## config.mk

```make
export PLATFORM = sky130hd
export DESIGN_NAME = dlp_host
export DESIGN_NICKNAME = d
export VERILOG_FILES = /design/src/inc/dlp_pkg.sv /design/src/logic/dlp_host.sv
export SDC_FILE = /design/constraint.sdc
export NUM_CORES = 1
export LEC_CHECK = 0
export BUFFER_PORTS_ARGS = -buffer_cell sky130_fd_sc_hd__buf_2
export CAP_MARGIN = 20
export CORE_ASPECT_RATIO = 1.75
export CORE_MARGIN = 2
export CORE_UTILIZATION = 60
export CTS_BUF_LIST = sky130_fd_sc_hd__clkbuf_8
export DETAILED_ROUTE_END_ITERATION = 10
export GPL_ROUTABILITY_DRIVEN = 0
export PLACE_DENSITY = 0.88
export SYNTH_ARGS = -nofsm -noshare
export SYNTH_HDL_FRONTEND = slang
export SYNTH_SLANG_ARGS = --single-unit
export TNS_END_PERCENT = 10
```

## constraint.sdc

```tcl
create_clock -name i_clk -period 5.4 [get_ports i_clk]
set_input_delay 0.54 -clock i_clk [delete_from_list [all_inputs] [get_ports i_clk]]
set_output_delay 0.54 -clock i_clk [all_outputs]
set_load 0.01 [all_outputs]
```

## src/inc/dlp_pkg.sv

```systemverilog
// Purpose: constants and carrier types for the delay line programming controller
// Assumes: 100 MHz system clock
// Notes:   timing figures in ns, cycle counts derived from them
package dlp_pkg;
   localparam int unsigned CLK_PERIOD_NS   = 10;
   localparam int unsigned CODE_W          = 8;
   localparam int unsigned MAX_CHAIN       = 16;
   localparam int unsigned CHAIN_W         = 4;
   // serial clock at most 10 MHz: half period 50 ns, also the least pulse width
   localparam int unsigned MIN_PULSE_NS    = 50;
   localparam int unsigned PULSE_CYC       = (MIN_PULSE_NS + CLK_PERIOD_NS - 1) / CLK_PERIOD_NS;
   localparam int unsigned EQV_NS          = 50;
   localparam int unsigned EQV_CYC         = (EQV_NS + CLK_PERIOD_NS - 1) / CLK_PERIOD_NS;
   localparam int unsigned SETUP_NS        = 30;
   localparam int unsigned SETUP_CYC       = (SETUP_NS + CLK_PERIOD_NS - 1) / CLK_PERIOD_NS;
   localparam int unsigned SETTLE_NS       = 1000;
   localparam int unsigned SETTLE_CYC      = (SETTLE_NS + CLK_PERIOD_NS - 1) / CLK_PERIOD_NS;
   localparam int unsigned TMR_W           = 16;
   localparam int unsigned BITCNT_W        = 8;

   // software register map (word index on a 4-bit address)
   localparam logic [3:0] REG_CTRL    = 4'h0;
   localparam logic [3:0] REG_CODE    = 4'h1;
   localparam logic [3:0] REG_STATUS  = 4'h2;
   localparam logic [3:0] REG_READ    = 4'h3;
   localparam logic [3:0] REG_CHAIN   = 4'h4;
   // control register fields
   localparam int unsigned CTRL_SERIAL  = 0;
   localparam int unsigned CTRL_OFS     = 1;
   localparam int unsigned CTRL_GO_WR   = 2;
   localparam int unsigned CTRL_GO_RD   = 3;
   // status fields
   localparam int unsigned ST_BUSY      = 0;
   localparam int unsigned ST_SETTLING  = 1;

   typedef struct packed {
      logic       hold_update;
      logic       serial_sel;
      logic       output_function_select;
      logic [7:0] code_out;
      logic [7:0] code_oe;
   } dlp_pins_t;
endpackage

```

## src/logic/dlp_host.sv

```systemverilog
// Purpose: host controller that programs an 8-bit delay element (parallel or serial)
// Assumes: single 100 MHz clock; data-out pin returns from the device asynchronously
// Notes:   one instance drives a whole daisy chain; readback loops through a resistor
// How it works
// - shift msb first on rising serial clock
// - clock eight bits per chained unit
// - raise hold-update with clock low, wait
// - eight clocks per package restore register
// - release data driver during readback
// - wait settling interval after code change
// - no retrigger before pulse ends
// - serial clock at most 10 MHz, 50 ns
//
// The register offsets and strobed register access were decided locally.
`timescale 1ns/10ps
module dlp_host #(
   parameter int unsigned SETTLE_CYCLES = dlp_pkg::SETTLE_CYC
) (
   input  wire logic                      i_clk,
   input  wire logic                      i_reset_n,
   input  wire logic [3:0]                i_addr,
   input  wire logic [31:0]               i_wdata,
   input  wire logic                      i_wr,
   input  wire logic                      i_rd,
   output logic [31:0]                    o_rdata,
   input  wire logic                      i_serial_data_out,
   output dlp_pkg::dlp_pins_t             o_pins
);
   typedef enum logic [2:0] {S_IDLE, S_OPEN, S_LOW, S_HIGH, S_CLOSE, S_SETTLE} dlp_state_t;

   // pin synchroniser: only stage two is read
   logic sync1_q, sync2_q;
   always_ff @(posedge i_clk or negedge i_reset_n) begin
      if (!i_reset_n) begin
         sync1_q <= 1'b0;
         sync2_q <= 1'b0;
      end else begin
         sync1_q <= i_serial_data_out;
         sync2_q <= sync1_q;
      end
   end

   dlp_state_t                       state_q, state_d;
   logic                             serial_q, serial_d, ofs_q, ofs_d, read_q, read_d;
   logic [dlp_pkg::CODE_W-1:0]       code_q, code_d, rdbk_q, rdbk_d;
   logic [dlp_pkg::CHAIN_W-1:0]      chain_q, chain_d;
   logic [dlp_pkg::BITCNT_W-1:0]     bits_q, bits_d;
   logic [dlp_pkg::TMR_W-1:0]        tmr_q, tmr_d;
   logic                             le_q, le_d, sck_q, sck_d, sdi_q, sdi_d, sdi_oe_q, sdi_oe_d;
   logic [31:0]                      rdata_q, rdata_d;

   logic [dlp_pkg::BITCNT_W-1:0] total_bits;
   // chain register holds units minus one, so at least one unit is always sent
   assign total_bits = dlp_pkg::BITCNT_W'({chain_q, 3'h0}) + dlp_pkg::BITCNT_W'(dlp_pkg::CODE_W);

   always_comb begin
      state_d  = state_q;
      serial_d = serial_q;
      ofs_d    = ofs_q;
      read_d   = read_q;
      code_d   = code_q;
      rdbk_d   = rdbk_q;
      chain_d  = chain_q;
      bits_d   = bits_q;
      tmr_d    = (tmr_q != '0) ? tmr_q - 1'b1 : tmr_q;
      le_d     = le_q;
      sck_d    = sck_q;
      sdi_d    = sdi_q;
      sdi_oe_d = sdi_oe_q;
      rdata_d  = 32'h0;
      // writes while busy are dropped so a transfer never sees a half-changed code
      if (i_wr && state_q == S_IDLE) begin
         unique case (i_addr)
            dlp_pkg::REG_CTRL: begin
               serial_d = i_wdata[dlp_pkg::CTRL_SERIAL];
               ofs_d    = i_wdata[dlp_pkg::CTRL_OFS];
               if (i_wdata[dlp_pkg::CTRL_GO_WR] || i_wdata[dlp_pkg::CTRL_GO_RD]) begin
                  read_d   = i_wdata[dlp_pkg::CTRL_GO_RD];
                  // raise hold-update with serial clock low
                  le_d     = 1'b1;
                  sck_d    = 1'b0;
                  sdi_oe_d = !i_wdata[dlp_pkg::CTRL_GO_RD];
                  bits_d   = '0;
                  tmr_d    = dlp_pkg::TMR_W'(dlp_pkg::EQV_CYC);
                  state_d  = S_OPEN;
               end
            end
            dlp_pkg::REG_CODE:  code_d  = i_wdata[dlp_pkg::CODE_W-1:0];
            dlp_pkg::REG_CHAIN: chain_d = i_wdata[dlp_pkg::CHAIN_W-1:0];
            default: ;
         endcase
      end
      if (i_rd) begin
         unique case (i_addr)
            dlp_pkg::REG_CTRL:   rdata_d = {30'h0, ofs_q, serial_q};
            dlp_pkg::REG_CODE:   rdata_d = {24'h0, code_q};
            dlp_pkg::REG_STATUS: rdata_d = {30'h0, state_q == S_SETTLE, state_q != S_IDLE};
            dlp_pkg::REG_READ:   rdata_d = {24'h0, rdbk_q};
            dlp_pkg::REG_CHAIN:  rdata_d = {28'h0, chain_q};
            default:             rdata_d = 32'h0;
         endcase
      end
      unique case (state_q)
         S_IDLE: ;
         S_OPEN: begin
            if (!serial_q) begin
               // code pins presented while hold-update high
               if (tmr_q == '0) begin
                  le_d    = 1'b0;
                  // data pin left free so a later serial read sees the loop resistor
                  sdi_oe_d = 1'b0;
                  tmr_d   = dlp_pkg::TMR_W'(SETTLE_CYCLES);
                  state_d = S_SETTLE;
               end
            end else if (tmr_q == '0) begin
               // data bit set up with clock low; msb of the current unit first
               if (!read_q)
                  sdi_d = code_q[3'(dlp_pkg::CODE_W - 1 - int'(bits_q[2:0]))];
               tmr_d   = dlp_pkg::TMR_W'(dlp_pkg::PULSE_CYC);
               state_d = S_LOW;
            end
         end
         S_LOW: if (tmr_q == '0) begin
            sck_d   = 1'b1;
            // sample the bit the device presents before this edge
            rdbk_d  = {rdbk_q[dlp_pkg::CODE_W-2:0], sync2_q};
            bits_d  = bits_q + 1'b1;
            tmr_d   = dlp_pkg::TMR_W'(dlp_pkg::PULSE_CYC);
            state_d = S_HIGH;
         end
         S_HIGH: if (tmr_q == '0) begin
            sck_d = 1'b0;
            // eight clocks per unit, also restores on readback
            if (bits_q == total_bits) begin
               tmr_d   = dlp_pkg::TMR_W'(dlp_pkg::SETUP_CYC);
               state_d = S_CLOSE;
            end else begin
               if (!read_q)
                  sdi_d = code_q[3'(dlp_pkg::CODE_W - 1 - int'(bits_q[2:0]))];
               tmr_d   = dlp_pkg::TMR_W'(dlp_pkg::PULSE_CYC);
               state_d = S_LOW;
            end
         end
         S_CLOSE: if (tmr_q == '0) begin
            le_d     = 1'b0;
            sdi_oe_d = 1'b0;
            // restored readback leaves the delay as it was
            tmr_d    = read_q ? '0 : dlp_pkg::TMR_W'(SETTLE_CYCLES);
            state_d  = S_SETTLE;
         end
         S_SETTLE: if (tmr_q == '0) state_d = S_IDLE;
         default:  state_d = S_IDLE;
      endcase
   end

   always_ff @(posedge i_clk or negedge i_reset_n) begin
      if (!i_reset_n) begin
         state_q  <= S_IDLE;
         serial_q <= 1'b0;
         ofs_q    <= 1'b0;
         read_q   <= 1'b0;
         code_q   <= '0;
         rdbk_q   <= '0;
         chain_q  <= '0;
         bits_q   <= '0;
         tmr_q    <= '0;
         le_q     <= 1'b0;
         sck_q    <= 1'b0;
         sdi_q    <= 1'b0;
         sdi_oe_q <= 1'b0;
         rdata_q  <= 32'h0;
      end else begin
         state_q  <= state_d;
         serial_q <= serial_d;
         ofs_q    <= ofs_d;
         read_q   <= read_d;
         code_q   <= code_d;
         rdbk_q   <= rdbk_d;
         chain_q  <= chain_d;
         bits_q   <= bits_d;
         tmr_q    <= tmr_d;
         le_q     <= le_d;
         sck_q    <= sck_d;
         sdi_q    <= sdi_d;
         sdi_oe_q <= sdi_oe_d;
         rdata_q  <= rdata_d;
      end
   end

   // pin mux is registered so every output leaves a flip-flop
   dlp_pkg::dlp_pins_t pins_q, pins_d;
   always_comb begin
      pins_d.hold_update            = le_q;
      pins_d.serial_sel             = serial_q;
      pins_d.output_function_select = ofs_q;   // reference offset is device-side
      if (serial_q) begin
         pins_d.code_out = {5'h00, sdi_q, sck_q, 1'b0};
         pins_d.code_oe  = {5'h1F, sdi_oe_q, 1'b1, 1'b0}; // data-out pin left free
      end else begin
         pins_d.code_out = code_q;
         pins_d.code_oe  = 8'hFF;
      end
   end
   always_ff @(posedge i_clk or negedge i_reset_n) begin
      if (!i_reset_n) pins_q <= '0;
      else            pins_q <= pins_d;
   end
   assign o_pins  = pins_q;
   assign o_rdata = rdata_q;
endmodule
```

==> flow_summary.json, run 1 <==
{
  "status": "finished, final reports clean",
  "synthTopCellsByArea": "dfrtp_1, buf_4, mux2_2",
  "drv_cap": 0,
  "synthTopCellsByCount": "dfrtp_1, nand2_1, nor2_1, buf_4, nor3_1",
  "synth-adder-area-share": 0.0156,
  "drtAntennaViolNets": 0,
  "synth_top_area_frac": 0.488,
  "ioPinCount": 92,
  "dr.pass1.iters": 6,
  "rr_worst_depth": 7,
  "cts_tree": "done",
  "fin_setup_tns_ns": 0,
  "finalPower_uw": 2220,
  "port_buffers": 43,
  "synth.avg_cell_area_um2": 9.96,
  "dp.cells": 506,
  "postSynthCellCount": 402,
  "synth_edf_count": 0,
  "grt_max_degree": 79,
  "whs_path_depth": 1,
  "wire_per_inst_um": 17.2,
  "drc": 0,
  "initial_utilization": 0.617,
  "row_count": 39,
  "cts_hold_buffers": 0,
  "ys_ff_latch": 78,
  "grt_setup_unrepaired": "no",
  "post_cts_buffers": 0,
  "totalWireLength_um": 8980,
  "fin_nets": 481,
  "yosysUniqueCellTypes": 53,
  "instances_no_fill": 522,
  "synth_most_common_cell": "dfrtp_1",
  "cts_resized": 0,
  "grt_pass1_vias": 3017,
  "dp_hpwl_um": 6230,
  "start_kind": "flop",
  "regArea_um2": 1950,
  "multiInputGateArea_um2": 1820,
  "vias": 3091,
  "antenna_found_initial": 0,
  "max_freq_mhz": 376,
  "cts-root-buf": "clkbuf_8",
  "clockBufferDepth": 2,
  "crit_required_ns": 5.67,
  "hold_violations": 0,
  "slew_violations": 0,
  "cts_sinks": 78,
  "ir_drop_mv": 0.293,
  "clock_latency_ns": 0.38,
  "drt_iter0_markers": 295,
  "grt_pass1_wl_um": 14500,
  "cts_made_buffers": 9,
  "synth-compound-area-share": 0.0838,
  "dieArea_um2": 7370,
  "finalClockSkew_ns": 0.0166,
  "syn_area_um2": 4000,
  "maxSlewHeadroom": 0.365,
  "synth-seq-area-share": 0.488,
  "powerDensity_nw_per_um2": 512,
  "min_path_type": "primary input to flop",
  "die_y_um": 112,
  "detail_route.vias_per_cell": 5.92,
  "period_share": 0.492,
  "area_growth_pct": 8.28,
  "num_antenna_cells": 0,
  "end_kind": "flop",
  "path_clk_slew_ns": 0.09,
  "grt-ovfl-total": 0,
  "cp_max_fo": 12,
  "ys_warn_count": 0,
  "die_w_um": 65.7,
  "yosysTopAreaCell": "dfrtp_1",
  "fill_cells": 490,
  "drive_gt1_frac": 0.195,
  "tightestPinTransition_ns": 0.952,
  "h-tree-depth": 3,
  "synthXorXnorAreaFrac": 0.0350,
  "grt_usage": 0.262,
  "finalSetupViolCount": 0,
  "leakage_uw": 0.00204,
  "synth.area.mux_share": 0.0716,
  "worst_ep_arrival_time_ns": 2.93,
  "synth_top_family_by_area": "simple AND/OR/NAND/NOR gates",
  "async_flop_share": 1.00,
  "finalCriticalPeriod_ns": 2.66,
  "synthFlopType": "dfrtp_1",
  "synth-simple-area-share": 0.225,
  "critPathKind": "flop to flop",
  "coreArea_um2": 6490
}
-- metal layers --
layer	up-vias	wire length, um	global-route usage	part of all wire
li1	1415	-	-	-
met1	1512	3170	0.285	0.35
met2	130	4940	0.452	0.55
met3	34	464	0.0571	0.052
met4	0	407	0.161	0.045
met5	-	0	0	0
-- registers in the layout, indices dropped and copies added (netlist names) --
register	flops
bits_q	8
chain_q	4
code_q	8
le_q	1
o_pins	14
o_rdata	8
ofs_q	1
rdbk_q	8
read_q	1
sck_q	1
sdi_oe_q	1
sdi_q	1
serial_q	1
state_q	3
sync1_q	1
sync2_q	1
tmr_q	16
-- cell type report --
type / instances / area share
Sequential cell: 78 / 0.450
Multi-Input combinational cell: 293 / 0.419
Timing Repair Buffer: 46 / 0.0554
Clock buffer: 9 / 0.0286
Tap cell: 82 / 0.0237
Clock inverter: 7 / 0.0165
Inverter: 7 / 0.00606
-- critical path: stages (launching register included) --
cell,delay (ns)
dfrtp_1,0.41
inv_1,0.12
ha_1,0.17
nor4b_1,0.42
and3b_1,0.51
nand4_1,0.19
nor4_1,0.36
mux2_2,0.37
-- per-stage QoR --
step | cell area, um2 | setup slack (ns) | hold WS, ns | util
after floorplan | 4090 | 3.35 | 0.244 | -
after global placement | 4130 | 2.71 | 0.336 | 0.637
after detailed placement | 4140 | 2.87 | 0.341 | 0.638
after CTS | 4330 | 2.83 | 0.271 | 0.668
after global routing | 4330 | 2.57 | 0.266 | 0.668
final | 4330 | 2.74 | 0.279 | 0.668
-- worst paths after layout --
path,start,endpoint,slack (ns)
max,tmr_q[0]$_DFF_PN0_,sdi_q$_DFFE_PN0P_,2.74
min,i_serial_data_out,sync1_q$_DFF_PN0_,0.28
max reg2reg,tmr_q[0]$_DFF_PN0_,sdi_q$_DFFE_PN0P_,2.74
min reg2reg,sync1_q$_DFF_PN0_,sync2_q$_DFF_PN0_,0.35
max in group asynchronous,i_reset_n,bits_q[2]$_DFF_PN0_,4.46
min in group asynchronous,i_reset_n,read_q$_DFFE_PN0P_,0.30
-- cell usage in the layout, fill, tap and decap left out, types with 14 or more instances in the layout --
cell / instances
o21ai_0: 15
buf_2: 42
conb_1: 25
mux2_2: 17
nand2_1: 48
nor3_1: 19
nand3_1: 14
nor2_1: 30
dfrtp_1: 78
-- power by group --
| part | internal, uW | switching [uW] |
|---|---|---|
| sequential | 782 | 270 |
| combinational | 338 | 386 |
| clock | 214 | 227 |
-- cells by family (layout without fill, tap and decap cells) --
logic type / Yosys count / in the layout
other: 2 / 25
AOI/OAI and AO/OA: 53 / 53
adders and majority gates: 5 / 5
DFF: 78 / 78
xor gates and xnor gates: 16 / 16
and+or+nand+nor: 170 / 170
muxes: 24 / 24
buffers and inverters: 54 / 69
Power figures use the tool's default switching activity.
==> run 2: changes to the inputs <==
--- a/config.mk
+++ b/config.mk
@@ -5,15 +5,16 @@
 export SDC_FILE = /design/constraint.sdc
 export NUM_CORES = 1
 export LEC_CHECK = 0
+export ABC_AREA = 1
 export BUFFER_PORTS_ARGS = -buffer_cell sky130_fd_sc_hd__buf_2
 export CAP_MARGIN = 20
 export CORE_ASPECT_RATIO = 1.75
 export CORE_MARGIN = 2
-export CORE_UTILIZATION = 60
+export CORE_UTILIZATION = 56
 export CTS_BUF_LIST = sky130_fd_sc_hd__clkbuf_8
 export DETAILED_ROUTE_END_ITERATION = 10
 export GPL_ROUTABILITY_DRIVEN = 0
-export PLACE_DENSITY = 0.88
+export PLACE_DENSITY = 0.82
 export SYNTH_ARGS = -nofsm -noshare
 export SYNTH_HDL_FRONTEND = slang
 export SYNTH_SLANG_ARGS = --single-unit
==> constraint.sdc (replaced) <==
create_clock -name i_clk -period 2.7 [get_ports i_clk]
set_input_delay 0.27 -clock i_clk [delete_from_list [all_inputs] [get_ports i_clk]]
set_output_delay 0.27 -clock i_clk [all_outputs]
set_load 0.01 [all_outputs]
==> run 2 against run 1 <==
Via count rose by 7.9%. Critical endpoint is now bits_q[4]$_DFF_PN0_. Synthesized area rose by 1.9%. Critical path depth is 2 higher. Clock-buffer cell count up 1. Worst hold slack got worse by 0.24 ns. Clock skew fell by 0.0053 ns. Fmax is 28% higher. Largest cell class unchanged. Critical path type unchanged.
==> flow_summary.json, run 2 <==
{
  "status": "finished, final reports clean",
  "ff2ff_setup_slack_ns": 0.62,
  "synth-seq-area-share": 0.479,
  "cts_sinks": 78,
  "tightestPinTransition_ns": 0.965,
  "critPathKind": "flop to flop",
  "drtAntennaViolNets": 0,
  "grt_util_met2": 0.443,
  "wire_per_inst_um": 14.3,
  "drv_cap": 0,
  "row_count": 41,
  "powerDensity_nw_per_um2": 482,
  "fin_setup_tns_ns": 0,
  "end_kind": "flop",
  "ys_warn_count": 0,
  "die_w_um": 68.5,
  "power_switching_share": 0.231,
  "cts_resized": 0,
  "final_util": 0.622,
  "grt-ovfl-total": 0,
  "finalSetupViolCount": 0,
  "crit_required_ns": 2.95,
  "intPower_uw": 1640,
  "grt_use_met3": 0.0583,
  "largest_register_ff_count": 16,
  "totalWireLength_um": 9020,
  "clockPowerShare": 0.412,
  "leakage_uw": 0.00246,
  "syn_area_um2": 4080,
  "cts-root-buf": "clkbuf_8",
  "worst_ep_arrival_time_ns": 2.33,
  "switchingPower_uw": 494,
  "synthTopCellsByCount": "nand2_1, dfrtp_1, nor2_1, inv_1, buf_4",
  "largest-register": "tmr_q",
  "antenna_found_initial": 0,
  "grt_usage": 0.255,
  "dr.pass1.iters": 5,
  "cts_tree": "done",
  "dieArea_um2": 8010,
  "finalClockSkew_ns": 0.0113,
  "ioPinCount": 92,
  "initial_utilization": 0.572,
  "synth.avg_cell_area_um2": 8.22,
  "synthFlopType": "dfrtp_1",
  "hold_ws_ns": 0.0362,
  "grtUsageMet1": 0.275,
  "drt_iter0_markers": 235,
  "slew_violations": 0,
  "dpl_cell_area_um2": 4220,
  "clockBufferDepth": 2,
  "rr_worst_depth": 9,
  "layout_common_cells": "nand2_1, dfrtp_1, inv_1, nor2_1, buf_2",
  "die_y_um": 117,
  "port_buffers": 43,
  "postSynthCellCount": 496,
  "busiest_layer": "met2",
  "detail_route.vias_per_cell": 5.30,
  "synth_top_area_frac": 0.479,
  "sequentialPowerShare": 0.550,
  "h-tree-depth": 3,
  "min_path_type": "primary input to async pin",
  "ir_drop_mv": 0.431,
  "final_common_cell": "nand2_1",
  "grt_max_degree": 79,
  "clock_latency_ns": 0.37,
  "synthTopCellsByArea": "dfrtp_1, nand2_1, buf_4",
  "area_growth_pct": 8.68,
  "grt_setup_unrepaired": "no",
  "period_share": 0.770,
  "path_clk_slew_ns": 0.08,
  "yosysUniqueCellTypes": 43,
  "yosysTopAreaCell": "dfrtp_1",
  "grt_pass1_vias": 3272,
  "async_flop_share": 1.00,
  "crit_path_end": "bits_q[4]$_DFF_PN0_",
  "hold_violations": 0,
  "final_area_um2": 4430,
  "combPwrFrac": 0.038,
  "fill_cells": 596,
  "synth_most_common_cell": "nand2_1",
  "dp_hpwl_um": 6630,
  "cts_made_buffers": 9,
  "coreArea_um2": 7130,
  "drive_gt1_frac": 0.171,
  "finalCriticalPeriod_ns": 2.08,
  "num_antenna_cells": 0,
  "synth_edf_count": 0,
  "vias": 3334,
  "crit_start": "tmr_q[0]$_DFF_PN0_",
  "drc": 0,
  "timing.rr.end": "bits_q[4]$_DFF_PN0_",
  "start_kind": "flop",
  "cp_max_fo": 13,
  "ys_ff_latch": 78,
  "max_freq_mhz": 481,
  "maxSlewHeadroom": 0.357,
  "r2r_start": "tmr_q[0]$_DFF_PN0_",
  "grt_pass1_wl_um": 14800,
  "fin_nets": 584
}
## run 2: worst min-delay path by stage
stage / start / end / slack (ns) / depth (start not counted)
2_1_floorplan: i_reset_n / bits_q[0]$_DFF_PN0_ / -0.03 / 0
3_3_place_gp: sync1_q$_DFF_PN0_ / sync2_q$_DFF_PN0_ / 0.33 / 0
3_5_place_dp: sync1_q$_DFF_PN0_ / sync2_q$_DFF_PN0_ / 0.37 / 0
4_1_cts: i_reset_n / o_pins[6]$_DFF_PN0_ / 0.08 / 1
5_1_grt: i_reset_n / o_pins[6]$_DFF_PN0_ / 0.11 / 1
6_report: i_reset_n / o_pins[6]$_DFF_PN0_ / 0.04 / 1
## run 2: cell families (layout without fill, tap and decap cells)
family,after synthesis,count (layout),share of synthesized area
AND/OR/NAND/NOR,239,239,0.273
buffers and inverters,94,118,0.120
other,2,25,0.00184
XOR/XNOR,7,7,0.0150
AO/OA/AOI/OAI,71,71,0.0963
flip-flops,78,78,0.479
adder cells (fa/ha/maj),5,5,0.0153
## run 2: worst max-delay path, stage by stage (launching register included)
cell and delay (ns):
dfrtp_1 0.39, inv_1 0.15, ha_1 0.18, nand2_1 0.07, nor2_1 0.19, nand2_4 0.13
nor2_2 0.47, nand4_1 0.19, nor2_1 0.13, a21oi_1 0.05
## run 2: timing repair
| action | CTS | global route |
|---|---|---|
| hold buffers | 1 | 0 |
| endpoints found under the hold margin | 1 | 0 |
| setup buffers | 0 | 0 |
## run 2: metrics by stage
step	instances	setup WS, ns	power (uW)
3_3_place_gp	612	0.691	1280
3_5_place_dp	612	0.658	1280
6_report	629	0.620	2140
2_1_floorplan	519	1.15	1260
4_1_cts	629	0.643	2160
5_1_grt	629	0.451	2230
## run 2: final cells by class
| cell class | count | area, um2 | area share |
|---|---|---|---|
| Multi-Input combinational cell | 347 | 1730 | 0.389 |
| Clock inverter | 6 | 61.3 | 0.0138 |
| Sequential cell | 78 | 1950 | 0.440 |
| Clock buffer | 10 | 138 | 0.0310 |
| Timing Repair Buffer | 44 | 228 | 0.0514 |
| Inverter | 58 | 221 | 0.0500 |
| Tap cell | 86 | 108 | 0.0243 |
## run 2: power groups by stage
stage / combinational [uW] / clock [uW] / sequential (uW)
2_1_floorplan: 59.1 / 0 / 1200
6_report: 81.7 / 880 / 1170
3_5_place_dp: 80.8 / 0 / 1200
4_1_cts: 82.3 / 899 / 1170
3_3_place_gp: 79.9 / 0 / 1200
5_1_grt: 95.2 / 955 / 1180
## run 2: per-layer routing
metal  vias to the layer above  wire length, um  share of wire
met5                         -                0              0
met4                         0              264          0.029
met3                        22              455          0.050
met2                       116             4930           0.55
met1                      1567             3370           0.37
li1                       1629                -              -
==> run 3: changes to the inputs <==
--- a/config.mk
+++ b/config.mk
@@ -5,16 +5,16 @@
 export SDC_FILE = /design/constraint.sdc
 export NUM_CORES = 1
 export LEC_CHECK = 0
-export ABC_AREA = 1
+export ABC_AREA = 0
 export BUFFER_PORTS_ARGS = -buffer_cell sky130_fd_sc_hd__buf_2
 export CAP_MARGIN = 20
 export CORE_ASPECT_RATIO = 1.75
 export CORE_MARGIN = 2
-export CORE_UTILIZATION = 56
+export CORE_UTILIZATION = 51
 export CTS_BUF_LIST = sky130_fd_sc_hd__clkbuf_8
 export DETAILED_ROUTE_END_ITERATION = 10
 export GPL_ROUTABILITY_DRIVEN = 0
-export PLACE_DENSITY = 0.82
+export PLACE_DENSITY = 0.79
 export SYNTH_ARGS = -nofsm -noshare
 export SYNTH_HDL_FRONTEND = slang
 export SYNTH_SLANG_ARGS = --single-unit
==> constraint.sdc (replaced) <==
create_clock -name i_clk -period 1.7 [get_ports i_clk]
set_input_delay 0.17 -clock i_clk [delete_from_list [all_inputs] [get_ports i_clk]]
set_output_delay 0.17 -clock i_clk [all_outputs]
set_load 0.01 [all_outputs]
==> run 3 against run 2 <==
First-iteration DRC count decreased by 3.8%. Sequential share of layout area is 6.1 points lower. Global-route usage is 0.12 points higher. Largest cell class is now multi-input combinational cells. The run now ends with negative setup slack left. Worst hold slack got worse by 0.0029 ns. Highest routed layer unchanged.
==> flow_summary.json, run 3 (synthesis results as in run 1) <==
{
  "status": "finished, violations left",
  "violations": "negative setup slack",
  "wire_per_inst_um": 17.5,
  "worst_ep_arrival_time_ns": 2.18,
  "num_antenna_cells": 0,
  "grt_setup_unrepaired": "yes",
  "die_w_um": 71.0,
  "totalWireLength_um": 10600,
  "port_buffers": 43,
  "fin_ws_ns": -0.230,
  "drive_gt1_frac": 0.359,
  "end_kind": "flop",
  "min_path_type": "primary input to flop",
  "dieArea_um2": 8600,
  "vias": 3440,
  "path_clk_slew_ns": 0.09,
  "antenna_found_initial": 0,
  "drt_iter0_markers": 226,
  "start_kind": "flop",
  "hold_violations": 0,
  "drtAntennaViolNets": 0,
  "largest-register": "tmr_q",
  "grt_max_degree": 70,
  "row_count": 42,
  "coreArea_um2": 7570,
  "sequentialPowerShare": 0.356,
  "power_switching_share": 0.388,
  "fin_nets": 559,
  "critPathTopFamily": "simple AND/OR/NAND/NOR gates",
  "final_area_um2": 5150,
  "dr.pass1.iters": 4,
  "largest_register_ff_count": 16,
  "area_growth_pct": 28.7,
  "leakage_uw": 0.00249,
  "clockBufferDepth": 2,
  "tightestPinTransition_ns": 0.593,
  "cts_sinks": 78,
  "clock_latency_ns": 0.37,
  "dpl_cell_area_um2": 4710,
  "slew_violations": 0,
  "initial_utilization": 0.529,
  "combPwrFrac": 0.464,
  "grt-ovfl-total": 0,
  "worstPathCellList": "inv_2 > ha_4 > nor4b_4 > and3b_1 > nand4_1 > nor4_2 > mux2_2",
  "die_y_um": 121,
  "layout_common_cells": "dfrtp_1, buf_4, nand2_1",
  "drc": 0,
  "intPower_uw": 5310,
  "final_util": 0.681,
  "final_common_cell": "dfrtp_1",
  "cp_num_buf_inv": 1,
  "cp_slowest_cell": "dfrtp_1",
  "max_freq_mhz": 518,
  "ioPinCount": 92,
  "period_share": 1.14,
  "detail_route.vias_per_cell": 5.68,
  "dp_hpwl_um": 7670,
  "cts-root-buf": "clkbuf_8",
  "h-tree-depth": 3,
  "finalCriticalPeriod_ns": 1.93,
  "grt_usage": 0.256,
  "maxSlewHeadroom": 0.602,
  "cts_tree": "done",
  "powerDensity_nw_per_um2": 1680,
  "cp_max_fo": 3,
  "fill_cells": 540,
  "cpPeakStageDelay_ns": 0.41,
  "cts_made_buffers": 9,
  "grt_pass1_vias": 3516,
  "critPathKind": "flop to flop",
  "ir_drop_mv": 1.03,
  "finalClockSkew_ns": 0.0120,
  "clockPowerShare": 0.180,
  "grt_pass1_wl_um": 16700,
  "crit_required_ns": 1.95,
  "drv_cap": 0,
  "switchingPower_uw": 3360,
  "finalSetupViolCount": 39
}
-- run 3: layout make-up --
cell class	instances	area, um2	area share
flip-flops and latches	78	1950	0.379
multi-input cells	293	1980	0.384
well taps	88	110	0.0214
inverters	7	26.3	0.00510
repair buffers	124	862	0.167
clock buffers	9	124	0.0240
clock inverters	7	97.6	0.0189
-- run 3: stage by stage --
stage / hold WS (ns) / power [uW] / setup slack, ns / TNS (ns) / cells
finish: 0.0333 / 8670 / -0.230 / -4.58 / 606
global route: 0.0193 / 9130 / -0.328 / -8.08 / 606
CTS: 0.0248 / 8490 / -0.239 / -3.53 / 602
detailed placement: 0.0116 / 6620 / -0.281 / -6.44 / 583
global placement: 0.00899 / 6460 / -0.214 / -4.48 / 583
floorplan: -0.126 / 4940 / -0.177 / -2.11 / 425
-- run 3: final timing paths --
kind,endpoint,from,slack (ns),cells after the start
max in group asynchronous,o_pins[0]$_DFF_PN0_,i_reset_n,0.95,3
worst max register to register,sdi_q$_DFFE_PN0P_,tmr_q[1]$_DFF_PN0_,-0.23,7
worst min-delay path,code_q[4]$_DFFE_PN0P_,i_wdata[4],0.03,2
worst max-delay path,sdi_q$_DFFE_PN0P_,tmr_q[1]$_DFF_PN0_,-0.23,7
min in group asynchronous,rdbk_q[0]$_DFFE_PN0P_,i_reset_n,0.17,2
worst min register to register,sync2_q$_DFF_PN0_,sync1_q$_DFF_PN0_,0.37,0
-- run 3: layer usage --
layer,track usage,up-vias,wire [um]
li1,-,1576,-
met1,0.244,1658,3490
met2,0.463,148,5870
met3,0.0590,58,470
met4,0.188,0,791
met5,0,-,0
-- run 3: timing repair --
| item | 4_1_cts | 5_1_grt |
|---|---|---|
| buffers inserted | 1 | 4 |
| endpoints found under the setup margin | 39 | 45 |
| pin swaps | 10 | 6 |
| cloned | 0 | 0 |
| resized for setup | 26 | 10 |
| hold endpoints to repair | 79 | 0 |
| hold buffers | 2 | 0 |
-- run 3: worst register-to-register path: cells and delay by family, from the launching register on --
family        cells  cell delay [ns]
simple gates      4             0.79
flops             1             0.41
mux               1             0.37
fa+ha+maj         1             0.15
buf+inv           1             0.10
-- run 3: power groups by stage --
| stage | clock network, uW | logic, uW | registers, uW |
|---|---|---|---|
| final | 1560 | 4030 | 3090 |
| after global routing | 1660 | 4320 | 3150 |
| after CTS | 1570 | 3860 | 3060 |
| after detailed placement | 0 | 3560 | 3060 |
| after global placement | 0 | 3440 | 3020 |
| after floorplan | 0 | 1850 | 3090 |
